--- src/rtc_regs_pkg.sv ---
// register map constants for the real-time clock register block
package rtc_regs_pkg;

    // ****************************************************************
    // widths
    // ****************************************************************
    localparam int ADDR_W = 4;
    localparam int DATA_W = 8;

    // ****************************************************************
    // internal addresses
    // ****************************************************************
    localparam logic [3:0] ADDR_SECONDS      = 4'h0;
    localparam logic [3:0] ADDR_MINUTES      = 4'h1;
    localparam logic [3:0] ADDR_HOURS        = 4'h2;
    localparam logic [3:0] ADDR_WEEKDAY      = 4'h3;
    localparam logic [3:0] ADDR_DATE         = 4'h4;
    localparam logic [3:0] ADDR_MONTH        = 4'h5;
    localparam logic [3:0] ADDR_YEAR         = 4'h6;
    localparam logic [3:0] ADDR_RATE_TRIM    = 4'h7;
    localparam logic [3:0] ADDR_A1_MINUTE    = 4'h8;
    localparam logic [3:0] ADDR_A1_HOUR      = 4'h9;
    localparam logic [3:0] ADDR_A1_WEEKDAYS  = 4'hA;
    localparam logic [3:0] ADDR_A2_MINUTE    = 4'hB;
    localparam logic [3:0] ADDR_A2_HOUR      = 4'hC;
    localparam logic [3:0] ADDR_A2_WEEKDAYS  = 4'hD;
    localparam logic [3:0] ADDR_ALARM_IRQ    = 4'hE;
    localparam logic [3:0] ADDR_FORMAT_FLAG  = 4'hF;

    // ****************************************************************
    // implemented bits per register
    // ****************************************************************
    localparam logic [7:0] MASK_SECONDS   = 8'h7F;
    localparam logic [7:0] MASK_MINUTES   = 8'h7F;
    localparam logic [7:0] MASK_HOURS     = 8'h3F;
    localparam logic [7:0] MASK_WEEKDAY   = 8'h07;
    localparam logic [7:0] MASK_DATE      = 8'h3F;
    localparam logic [7:0] MASK_MONTH     = 8'h1F;
    localparam logic [7:0] MASK_FULL      = 8'hFF;
    localparam logic [7:0] MASK_WEEKDAYS  = 8'h7F;
    localparam logic [7:0] MASK_FORMAT    = 8'h3F;

    // ****************************************************************
    // alarm_irq_control field positions
    // ****************************************************************
    localparam int C1_FIRST_EN  = 7;
    localparam int C1_SECOND_EN = 6;
    localparam int C1_ROUTE_HI  = 5;
    localparam int C1_ROUTE_LO  = 4;
    localparam int C1_TEST      = 3;
    localparam int C1_CYCLE_HI  = 2;

    // ****************************************************************
    // format_flag_control field positions
    // ****************************************************************
    localparam int C2_HOUR_24   = 5;
    localparam int C2_HALT_ADJ  = 4;
    localparam int C2_CLK_OUT   = 3;
    localparam int C2_PERIODIC  = 2;
    localparam int C2_FIRST_FG  = 1;
    localparam int C2_SECOND_FG = 0;

    // ****************************************************************
    // rate_trim field position, shared reset value and other constants
    // ****************************************************************
    localparam int TRIM_XSEL    = 7;
    localparam logic [7:0] RESET_ZERO  = 8'h00;
    localparam logic [3:0] BCD_MAX     = 4'h9;
    localparam int SYNC_STAGES  = 2;
    localparam int READ_LATENCY = 2;

endpackage : rtc_regs_pkg

--- src/rtc_level_sync.sv ---
// two-stage synchroniser for a level arriving from outside the clock
`timescale 1ns/1ps
`default_nettype none
module rtc_level_sync
    import rtc_regs_pkg::*;
(
    input  wire logic sys_clk,
    input  wire logic rst,
    input  wire logic async_level,
    output logic      sync_level
);
    logic meta_stage;

    // meta_stage is read by sync_level only
    always_ff @(posedge sys_clk or posedge rst) begin
        if (rst) begin
            meta_stage <= 1'b0;
            sync_level <= 1'b0;
        end else begin
            meta_stage <= async_level;
            sync_level <= meta_stage;
        end
    end
endmodule : rtc_level_sync
`default_nettype wire

--- src/rtc_reg_store.sv ---
// sixteen-word register store with registered read data
`timescale 1ns/1ps
`default_nettype none
module rtc_reg_store
    import rtc_regs_pkg::*;
#(
    parameter int WIDTH = DATA_W,
    parameter int DEPTH = 16
) (
    input  wire logic                     sys_clk,
    input  wire logic                     rst,
    input  wire logic                     wr_en,
    input  wire logic [$clog2(DEPTH)-1:0] wr_addr,
    input  wire logic [WIDTH-1:0]         wr_data,
    input  wire logic [$clog2(DEPTH)-1:0] rd_addr,
    output logic      [WIDTH-1:0]         rd_data
);
    logic [WIDTH-1:0] words [DEPTH];

    initial begin
        if (DEPTH < 2) $error("rtc_reg_store: DEPTH too small");
    end

    // contents are undefined after power-up, so no reset on the array
    always_ff @(posedge sys_clk) begin
        if (wr_en) begin
            words[wr_addr] <= wr_data;
        end
    end

    always_ff @(posedge sys_clk or posedge rst) begin
        if (rst) begin
            rd_data <= '0;
        end else begin
            rd_data <= words[rd_addr];
        end
    end
endmodule : rtc_reg_store
`default_nettype wire

--- src/rtc_register_map.sv ---
// register map of the real-time clock with halt flag and control fields
`timescale 1ns/1ps
`default_nettype none
module rtc_register_map
    import rtc_regs_pkg::*;
#(
    parameter int REG_W = DATA_W
) (
    input  wire logic             sys_clk,
    input  wire logic             rst,
    input  wire logic             osc_stopped,
    input  wire logic [3:0]       reg_addr,
    input  wire logic             reg_wr,
    input  wire logic [REG_W-1:0] reg_wdata,
    input  wire logic             reg_rd,
    output logic      [REG_W-1:0] reg_rdata,
    output logic                  reg_rvalid,
    input  wire logic             periodic_event,
    input  wire logic             first_alarm_match,
    input  wire logic             second_alarm_match,
    output logic                  seconds_round_cmd,
    output logic                  osc_halt_flag,
    output logic                  crystal_select,
    output logic      [6:0]       trim_value,
    output logic                  first_alarm_enable,
    output logic                  second_alarm_enable,
    output logic                  route_select_hi,
    output logic                  route_select_lo,
    output logic                  test_mode,
    output logic                  cycle_select_2,
    output logic                  cycle_select_1,
    output logic                  cycle_select_0,
    output logic                  hour_format_24,
    output logic                  clock_out_control,
    output logic                  periodic_flag,
    output logic                  first_alarm_flag,
    output logic                  second_alarm_flag,
    output logic                  irq_pin_one_n,
    output logic                  irq_pin_two_n
);

    // ****************************************************************
    // elaboration checks
    // ****************************************************************
    initial begin
        if (REG_W != DATA_W) $error("rtc_register_map: REG_W must be 8");
    end

    // ****************************************************************
    // decode helpers
    // ****************************************************************
    // implemented bits of each address; everything else reads zero
    function automatic logic [7:0] valid_mask(input logic [3:0] addr);
        case (addr)
            ADDR_SECONDS:     valid_mask = MASK_SECONDS;
            ADDR_MINUTES:     valid_mask = MASK_MINUTES;
            ADDR_HOURS:       valid_mask = MASK_HOURS;
            ADDR_WEEKDAY:     valid_mask = MASK_WEEKDAY;
            ADDR_DATE:        valid_mask = MASK_DATE;
            ADDR_MONTH:       valid_mask = MASK_MONTH;
            ADDR_A1_MINUTE:   valid_mask = MASK_MINUTES;
            ADDR_A1_HOUR:     valid_mask = MASK_HOURS;
            ADDR_A1_WEEKDAYS: valid_mask = MASK_WEEKDAYS;
            ADDR_A2_MINUTE:   valid_mask = MASK_MINUTES;
            ADDR_A2_HOUR:     valid_mask = MASK_HOURS;
            ADDR_A2_WEEKDAYS: valid_mask = MASK_WEEKDAYS;
            ADDR_FORMAT_FLAG: valid_mask = MASK_FORMAT;
            default:          valid_mask = MASK_FULL;
        endcase
    endfunction : valid_mask

    // addresses whose contents are decimal digits
    function automatic logic is_bcd(input logic [3:0] addr);
        case (addr)
            ADDR_SECONDS, ADDR_MINUTES, ADDR_HOURS,
            ADDR_DATE, ADDR_MONTH, ADDR_YEAR,
            ADDR_A1_MINUTE, ADDR_A1_HOUR,
            ADDR_A2_MINUTE, ADDR_A2_HOUR: is_bcd = 1'b1;
            default:                      is_bcd = 1'b0;
        endcase
    endfunction : is_bcd

    // a nibble above nine saturates to nine
    function automatic logic [3:0] digit_limit(input logic [3:0] nib);
        digit_limit = (nib > BCD_MAX) ? BCD_MAX : nib;
    endfunction : digit_limit

    // ****************************************************************
    // write path decode
    // ****************************************************************
    logic [7:0] masked_wdata;
    logic [7:0] store_wdata;
    logic       store_wr;
    logic       trim_wr;
    logic       ctrl1_wr;
    logic       ctrl2_wr;

    assign masked_wdata = reg_wdata & valid_mask(reg_addr);
    assign store_wdata  = is_bcd(reg_addr)
                        ? {digit_limit(masked_wdata[7:4]),
                           digit_limit(masked_wdata[3:0])}
                        : masked_wdata;
    assign trim_wr  = reg_wr && (reg_addr == ADDR_RATE_TRIM);
    assign ctrl1_wr = reg_wr && (reg_addr == ADDR_ALARM_IRQ);
    assign ctrl2_wr = reg_wr && (reg_addr == ADDR_FORMAT_FLAG);
    assign store_wr = reg_wr && !trim_wr && !ctrl1_wr && !ctrl2_wr;

    // ****************************************************************
    // oscillator halt detection
    // ****************************************************************
    logic osc_stopped_sync;

    rtc_level_sync u_halt_sync (
        .sys_clk     (sys_clk),
        .rst         (rst),
        .async_level (osc_stopped),
        .sync_level  (osc_stopped_sync)
    );

    // a stop that coincides with the clearing write keeps the flag set
    logic next_halt;

    assign next_halt = osc_stopped_sync
                     || (osc_halt_flag && !ctrl2_wr);

    // reset stands for power-up from zero volts, so the flag starts set
    always_ff @(posedge sys_clk or posedge rst) begin
        if (rst) begin
            osc_halt_flag <= 1'b1;
        end else begin
            osc_halt_flag <= next_halt;
        end
    end

    // ****************************************************************
    // seconds adjust command
    // ****************************************************************
    logic next_round;

    assign next_round = ctrl2_wr && reg_wdata[C2_HALT_ADJ];

    always_ff @(posedge sys_clk or posedge rst) begin
        if (rst) begin
            seconds_round_cmd <= 1'b0;
        end else begin
            seconds_round_cmd <= next_round;
        end
    end

    // ****************************************************************
    // rate trim register
    // ****************************************************************
    logic [7:0] rate_trim;
    logic [7:0] next_rate_trim;

    assign next_rate_trim = next_halt ? RESET_ZERO
                          : trim_wr   ? reg_wdata
                          : rate_trim;

    always_ff @(posedge sys_clk or posedge rst) begin
        if (rst) begin
            rate_trim <= RESET_ZERO;
        end else begin
            rate_trim <= next_rate_trim;
        end
    end

    assign crystal_select = rate_trim[TRIM_XSEL];
    assign trim_value     = rate_trim[6:0];

    // ****************************************************************
    // alarm_irq_control
    // ****************************************************************
    logic [7:0] alarm_irq_control;
    logic [7:0] next_ctrl1;

    // the whole register is forced, so it reads zero while halted
    assign next_ctrl1 = next_halt ? RESET_ZERO
                      : ctrl1_wr  ? reg_wdata
                      : alarm_irq_control;

    always_ff @(posedge sys_clk or posedge rst) begin
        if (rst) begin
            alarm_irq_control <= RESET_ZERO;
        end else begin
            alarm_irq_control <= next_ctrl1;
        end
    end

    assign first_alarm_enable  = alarm_irq_control[C1_FIRST_EN];
    assign second_alarm_enable = alarm_irq_control[C1_SECOND_EN];
    assign route_select_hi     = alarm_irq_control[C1_ROUTE_HI];
    assign route_select_lo     = alarm_irq_control[C1_ROUTE_LO];
    assign test_mode           = alarm_irq_control[C1_TEST];
    assign cycle_select_2      = alarm_irq_control[C1_CYCLE_HI];
    assign cycle_select_1      = alarm_irq_control[C1_CYCLE_HI-1];
    assign cycle_select_0      = alarm_irq_control[C1_CYCLE_HI-2];

    // ****************************************************************
    // format_flag_control
    // ****************************************************************
    logic next_format;
    logic next_clk_out;
    logic next_periodic;
    logic next_first_fg;
    logic next_second_fg;
    logic first_hit;
    logic second_hit;

    // a match only counts while its enable is set
    assign first_hit  = first_alarm_match && first_alarm_enable;
    assign second_hit = second_alarm_match && second_alarm_enable;

    assign next_format  = ctrl2_wr ? reg_wdata[C2_HOUR_24]
                                   : hour_format_24;
    assign next_clk_out = next_halt ? 1'b0
                        : ctrl2_wr  ? reg_wdata[C2_CLK_OUT]
                        : clock_out_control;

    // events win over a clearing write in the same cycle
    assign next_periodic  = periodic_event
                          || (ctrl2_wr ? reg_wdata[C2_PERIODIC]
                                       : periodic_flag);
    assign next_first_fg  = first_hit
                          || (ctrl2_wr ? reg_wdata[C2_FIRST_FG]
                                       : first_alarm_flag);
    assign next_second_fg = second_hit
                          || (ctrl2_wr ? reg_wdata[C2_SECOND_FG]
                                       : second_alarm_flag);

    always_ff @(posedge sys_clk or posedge rst) begin
        if (rst) begin
            hour_format_24    <= 1'b0;
            clock_out_control <= 1'b0;
            periodic_flag     <= 1'b0;
            first_alarm_flag  <= 1'b0;
            second_alarm_flag <= 1'b0;
        end else begin
            hour_format_24    <= next_format;
            clock_out_control <= next_clk_out;
            periodic_flag     <= next_periodic;
            first_alarm_flag  <= next_first_fg;
            second_alarm_flag <= next_second_fg;
        end
    end

    // bit4 reads the halt flag, never the adjust value written there
    logic [7:0] format_flag_control;

    assign format_flag_control = {2'b00,
                                  hour_format_24,
                                  osc_halt_flag,
                                  clock_out_control,
                                  periodic_flag,
                                  first_alarm_flag,
                                  second_alarm_flag};

    // ****************************************************************
    // interrupt pin routing
    // ****************************************************************
    // second alarm and periodic move to pin two as the route bits rise;
    // a host of the single-pin variant leaves both bits zero
    logic second_on_two;
    logic periodic_on_two;
    logic next_pin_one;
    logic next_pin_two;

    assign second_on_two   = route_select_lo;
    assign periodic_on_two = route_select_hi;
    assign next_pin_one = (first_alarm_flag && first_alarm_enable)
                        || (second_alarm_flag && second_alarm_enable
                            && !second_on_two)
                        || (periodic_flag && !periodic_on_two);
    assign next_pin_two = (second_alarm_flag && second_alarm_enable
                           && second_on_two)
                        || (periodic_flag && periodic_on_two);

    always_ff @(posedge sys_clk or posedge rst) begin
        if (rst) begin
            irq_pin_one_n <= 1'b1;
            irq_pin_two_n <= 1'b1;
        end else begin
            irq_pin_one_n <= !next_pin_one;
            irq_pin_two_n <= !next_pin_two;
        end
    end

    // ****************************************************************
    // register store for time, calendar and alarm words
    // ****************************************************************
    logic [7:0] store_rdata;

    rtc_reg_store #(
        .WIDTH (DATA_W),
        .DEPTH (16)
    ) u_store (
        .sys_clk (sys_clk),
        .rst     (rst),
        .wr_en   (store_wr),
        .wr_addr (reg_addr),
        .wr_data (store_wdata),
        .rd_addr (reg_addr),
        .rd_data (store_rdata)
    );

    // ****************************************************************
    // read path
    // ****************************************************************
    // two-stage read keeps the answer on a flop after the store's
    // own registered output; costs one cycle of latency
    logic [3:0] rd_addr_q;
    logic       rd_pend;
    logic [7:0] ctrl_rd_q;
    logic [7:0] ctrl_rd_sel;
    logic [7:0] next_rdata;

    assign ctrl_rd_sel = (reg_addr == ADDR_RATE_TRIM) ? rate_trim
                       : (reg_addr == ADDR_ALARM_IRQ) ? alarm_irq_control
                       : format_flag_control;

    assign next_rdata =
        ((rd_addr_q == ADDR_RATE_TRIM) || (rd_addr_q == ADDR_ALARM_IRQ)
         || (rd_addr_q == ADDR_FORMAT_FLAG))
        ? ctrl_rd_q
        : (store_rdata & valid_mask(rd_addr_q));

    always_ff @(posedge sys_clk or posedge rst) begin
        if (rst) begin
            rd_addr_q <= 4'h0;
            rd_pend   <= 1'b0;
            ctrl_rd_q <= RESET_ZERO;
        end else begin
            rd_addr_q <= reg_addr;
            rd_pend   <= reg_rd;
            ctrl_rd_q <= ctrl_rd_sel;
        end
    end

    always_ff @(posedge sys_clk or posedge rst) begin
        if (rst) begin
            reg_rdata  <= RESET_ZERO;
            reg_rvalid <= 1'b0;
        end else begin
            reg_rvalid <= rd_pend;
            if (rd_pend) begin
                reg_rdata <= next_rdata;
            end
        end
    end

endmodule : rtc_register_map
`default_nettype wire

--- config.mk ---
export PLATFORM = sky130hd
export DESIGN_NAME = rtc_register_map
export DESIGN_NICKNAME = d
export VERILOG_FILES = /design/src/rtc_regs_pkg.sv /design/src/rtc_level_sync.sv /design/src/rtc_reg_store.sv /design/src/rtc_register_map.sv
export SDC_FILE = /design/constraint.sdc
export NUM_CORES = 1
export LEC_CHECK = 0
export BUFFER_PORTS_ARGS = -buffer_cell sky130_fd_sc_hd__clkbuf_2
export CORE_MARGIN = 5
export CORE_UTILIZATION = 40
export CTS_BUF_LIST = sky130_fd_sc_hd__clkbuf_4
export DETAILED_ROUTE_END_ITERATION = 10
export HOLD_SLACK_MARGIN = 0.15
export SKIP_LAST_GASP = 1
export SYNTH_ARGS = -nofsm -noshare
export SYNTH_HDL_FRONTEND = slang
export SYNTH_SLANG_ARGS = --single-unit
--- constraint.sdc ---
create_clock -name sys_clk -period 2.25 [get_ports sys_clk]
set_input_delay 0.45 -clock sys_clk [delete_from_list [all_inputs] [get_ports sys_clk]]
set_output_delay 0.45 -clock sys_clk [all_outputs]
set_load 0.01 [all_outputs]
==> flow_metrics.env <==
export IMPL_finalPower_mw=6.32
export IMPL_cp_data_arrival_time_ns=2.70
export IMPL_detail_route_first_pass_iterations=4
export IMPL_num_io_pins=54
export IMPL_clkTransAtPathRegs_ns=0.16
export IMPL_drc=0
export IMPL_postRouteWirelength_um=16600
export IMPL_total_leakage_power_nw=3.28
export IMPL_outcome="finished clean"
export IMPL_cts_tree="built"
export IMPL_final_max_slew_violation_count=0
export IMPL_gr_usage_met1=0.213
export IMPL_synthAdderAreaFrac=0.0202
export IMPL_irDropWorstVdd_v=0.000349
export IMPL_final_layout_size_suffix_gt1_frac=0.265
export IMPL_cts_htree_levels=4
export IMPL_vias=4320
export IMPL_final_instance_count_excl_fill=817
export IMPL_ctsRootBufferMaster="sky130_fd_sc_hd__clkbuf_4"
export IMPL_detail_route_iter0_violations=266
export IMPL_final_antenna_net_count=0
export IMPL_minimum_clock_period_after_layout_ns=2.20
export IMPL_final_core_utilization=0.481
export IMPL_timing_hold_worst_class="flop to flop"
export IMPL_synth_cell_area_sq_um=7440
export IMPL_worst_setup_path_type="input port to flop"
export IMPL_cts_inserted_buffers=17
export IMPL_area_growth_synth_to_final_pct=17.3
export IMPL_commonest_non_fill_non_tap_cells_in_the_layout="128 x sky130_fd_sc_hd__edfxtp_1, 54 x sky130_fd_sc_hd__dfrtp_1, 52 x sky130_fd_sc_hd__clkbuf_2, 48 x sky130_fd_sc_hd__nand2_1, 36 x sky130_fd_sc_hd__buf_4"
export IMPL_worstSetupEndpointType="flop"
export IMPL_first_global_vias=4513
export IMPL_setup_repair_after_global_routing_missed_its_margin="false"
export IMPL_grt_max_degree=37
export IMPL_netlist_instances=447
export IMPL_most_common_cell_after_layout_fill_and_taps_aside="sky130_fd_sc_hd__edfxtp_1"
export IMPL_die_area_sq_um=21400
export IMPL_muxShareOfSynthArea=0.118
export IMPL_wl_per_cell_um=20.4
export IMPL_grt_util_all_layers=0.163
export IMPL_grt_util_met3=0.0508
export IMPL_number_of_flops_mapped_to_enable_cells_by_yosys=128
export IMPL_cts_root_to_sink_buffers=2
export IMPL_gr_total_overflow=0
export IMPL_worst_margin_pin_slew_ns=1.15
export IMPL_synth_compound_gate_area_share=0.0639
export IMPL_yosys_cell_types=46
export IMPL_die_width_um=146
export IMPL_gp_congestion=0.835
export IMPL_yosysWarnings=0
export IMPL_n_fill_cell=1557
export IMPL_final_hold_viol_count=0
export IMPL_cp_max_fo=14
export IMPL_synth_top_family_by_area="multiplexers"
export IMPL_fin_nets=607
export IMPL_max_freq_mhz=454
export IMPL_type_of_element_launching_the_critical_path="input port"
export IMPL_dominantRegCellSynth="sky130_fd_sc_hd__edfxtp_1"
export IMPL_finalClockSkew_ns=0.0211
export IMPL_critPathRequiredTime_ns=2.74
export IMPL_busiest_layer="met2"
export IMPL_initial_utilization=0.410
export IMPL_floorplan_die_height_um=146
export IMPL_synthesis_area_per_instance_sq_um=16.6
export IMPL_detailed_place_hpwl_um=11000
export IMPL_insertion_delay_ns=0.59
export IMPL_async_flop_share=0.308
export IMPL_route_detailed_vias_per_inst=5.29
export IMPL_met2_usage=0.258
export IMPL_powerDensity_nw_per_um2=725
export IMPL_max_cap_viol_count=0
export IMPL_yosys_area_share_simple=0.0661
export IMPL_area_share_of_xor_xnor_cells_in_the_synthesized_design=0
export IMPL_insertedDiodeCount=0
export IMPL_ys_ff_latch=185
export IMPL_place_inst=768
export IMPL_timing_slew_headroom=0.233
export IMPL_synth_seq_area_share=0.709
export IMPL_global_route_wire_length_before_repair_um=26000
export IMPL_r2r_worst_path_cells=6
export IMPL_cts_sink_count=185
export IMPL_portBuffers=53
export IMPL_antenna_found_initial=0
export IMPL_placement_rows=49
export IMPL_hold_depth=0
export IMPL_period_share=0.980
export IMPL_setup_viol=0
export IMPL_core_area_sq_um=18100
-- metrics by stage --
stage / TNS, ns / instance area, sq um / hold slack [ns] / setup slack [ns]
4_1_cts: 0 / 8720 / 0.339 / 0.0821
5_1_grt: 0 / 8730 / 0.358 / 0.0109
3_3_place_gp: 0 / 8260 / 0.339 / 0.0746
2_1_floorplan: 0 / 7530 / 0.331 / 0.0327
6_report: 0 / 8730 / 0.372 / 0.0457
3_5_place_dp: -0.813 / 8260 / 0.348 / -0.0503
-- logic make-up after synthesis --
logic type	count (synthesis)
fa+ha+maj	12
simple gates	106
other cells	1
flops	185
buf+inv	31
mux	44
compound gates	68
-- area by class of cell --
type                    count  area (sq um)  area share
clock buffers              18           135      0.0155
inverters                   9          33.8     0.00387
well taps                 229           287      0.0328
repair buffers            108           746      0.0854
multi-input cells         254          2090       0.240
clock inverters            14           159      0.0182
flip-flops and latches    185          5270       0.604
-- critical path, cell delays in order --
cell and delay (ns):
sky130_fd_sc_hd__dlygate4sd3_1 0.53, sky130_fd_sc_hd__clkbuf_2 0.20, sky130_fd_sc_hd__buf_4 0.21, sky130_fd_sc_hd__and4_1 0.24
sky130_fd_sc_hd__buf_4 0.20, sky130_fd_sc_hd__nor2b_1 0.06, sky130_fd_sc_hd__a211o_1 0.26, sky130_fd_sc_hd__dlygate4sd3_1 0.55
-- cells in the mapped netlist, types with 6 or more instances --
cell | n | area (sq um)
sky130_fd_sc_hd__mux4_1 | 9 | 236
sky130_fd_sc_hd__and2_1 | 6 | 37.5
sky130_fd_sc_hd__nand2_1 | 48 | 180
sky130_fd_sc_hd__ha_1 | 12 | 150
sky130_fd_sc_hd__edfxtp_1 | 128 | 3840
sky130_fd_sc_hd__mux4_2 | 23 | 518
sky130_fd_sc_hd__dfrtp_1 | 54 | 1350
sky130_fd_sc_hd__inv_1 | 9 | 33.8
sky130_fd_sc_hd__mux2i_1 | 10 | 100
sky130_fd_sc_hd__nor3_1 | 7 | 35.0
sky130_fd_sc_hd__a22oi_1 | 18 | 135
sky130_fd_sc_hd__a22o_1 | 11 | 96.3
sky130_fd_sc_hd__o21ai_0 | 6 | 30.0
sky130_fd_sc_hd__a21oi_1 | 16 | 80.1
sky130_fd_sc_hd__buf_2 | 6 | 30.0
sky130_fd_sc_hd__nor2_1 | 22 | 82.6
-- per-layer routing --
layer / up-vias / share of wire
met4: 0 / 0.024
met3: 34 / 0.069
met2: 150 / 0.48
met1: 2173 / 0.42
li1: 1963 / -
met5: - / 0
-- power by group --
part | total [mW] | leakage [nW] | switching [mW] | internal (mW)
combinational | 0.557 | 1.29 | 0.317 | 0.240
sequential | 3.88 | 1.83 | 0.0686 | 3.81
clock | 1.89 | 0.161 | 1.18 | 0.704
-- sequential cells by signal, summed over array words and instances (netlist names), 4 cells and up --
| signal | flops |
|---|---|
| u_store.words | 128 |
| alarm_irq_control | 8 |
| ctrl_rd_q | 8 |
| rate_trim | 8 |
| reg_rdata | 8 |
| u_store.rd_data | 8 |
| rd_addr_q | 4 |
-- worst paths after layout --
| path | start | to | slack (ns) |
|---|---|---|---|
| worst min-delay path | u_halt_sync.meta_stage | u_halt_sync.sync_level | 0.37 |
| worst max-delay path | reg_addr[2] | periodic_flag | 0.05 |
| worst min register to register | u_halt_sync.meta_stage | u_halt_sync.sync_level | 0.37 |
| worst max register to register | rd_addr_q[0] | reg_rdata[3] | 0.62 |
| max in group asynchronous | rst | rd_addr_q[2] | 1.26 |
| min in group asynchronous | rst | second_alarm_flag | 0.40 |
-- timing repair --
| item | CTS | global route |
|---|---|---|
| hold buffers | 17 | 0 |
| buffers inserted | 0 | 0 |
| resized for setup | 0 | 2 |
| endpoints found under the hold margin | 41 | 0 |
| setup endpoints to repair | 0 | 3 |
Power figures use the tool's default switching activity.
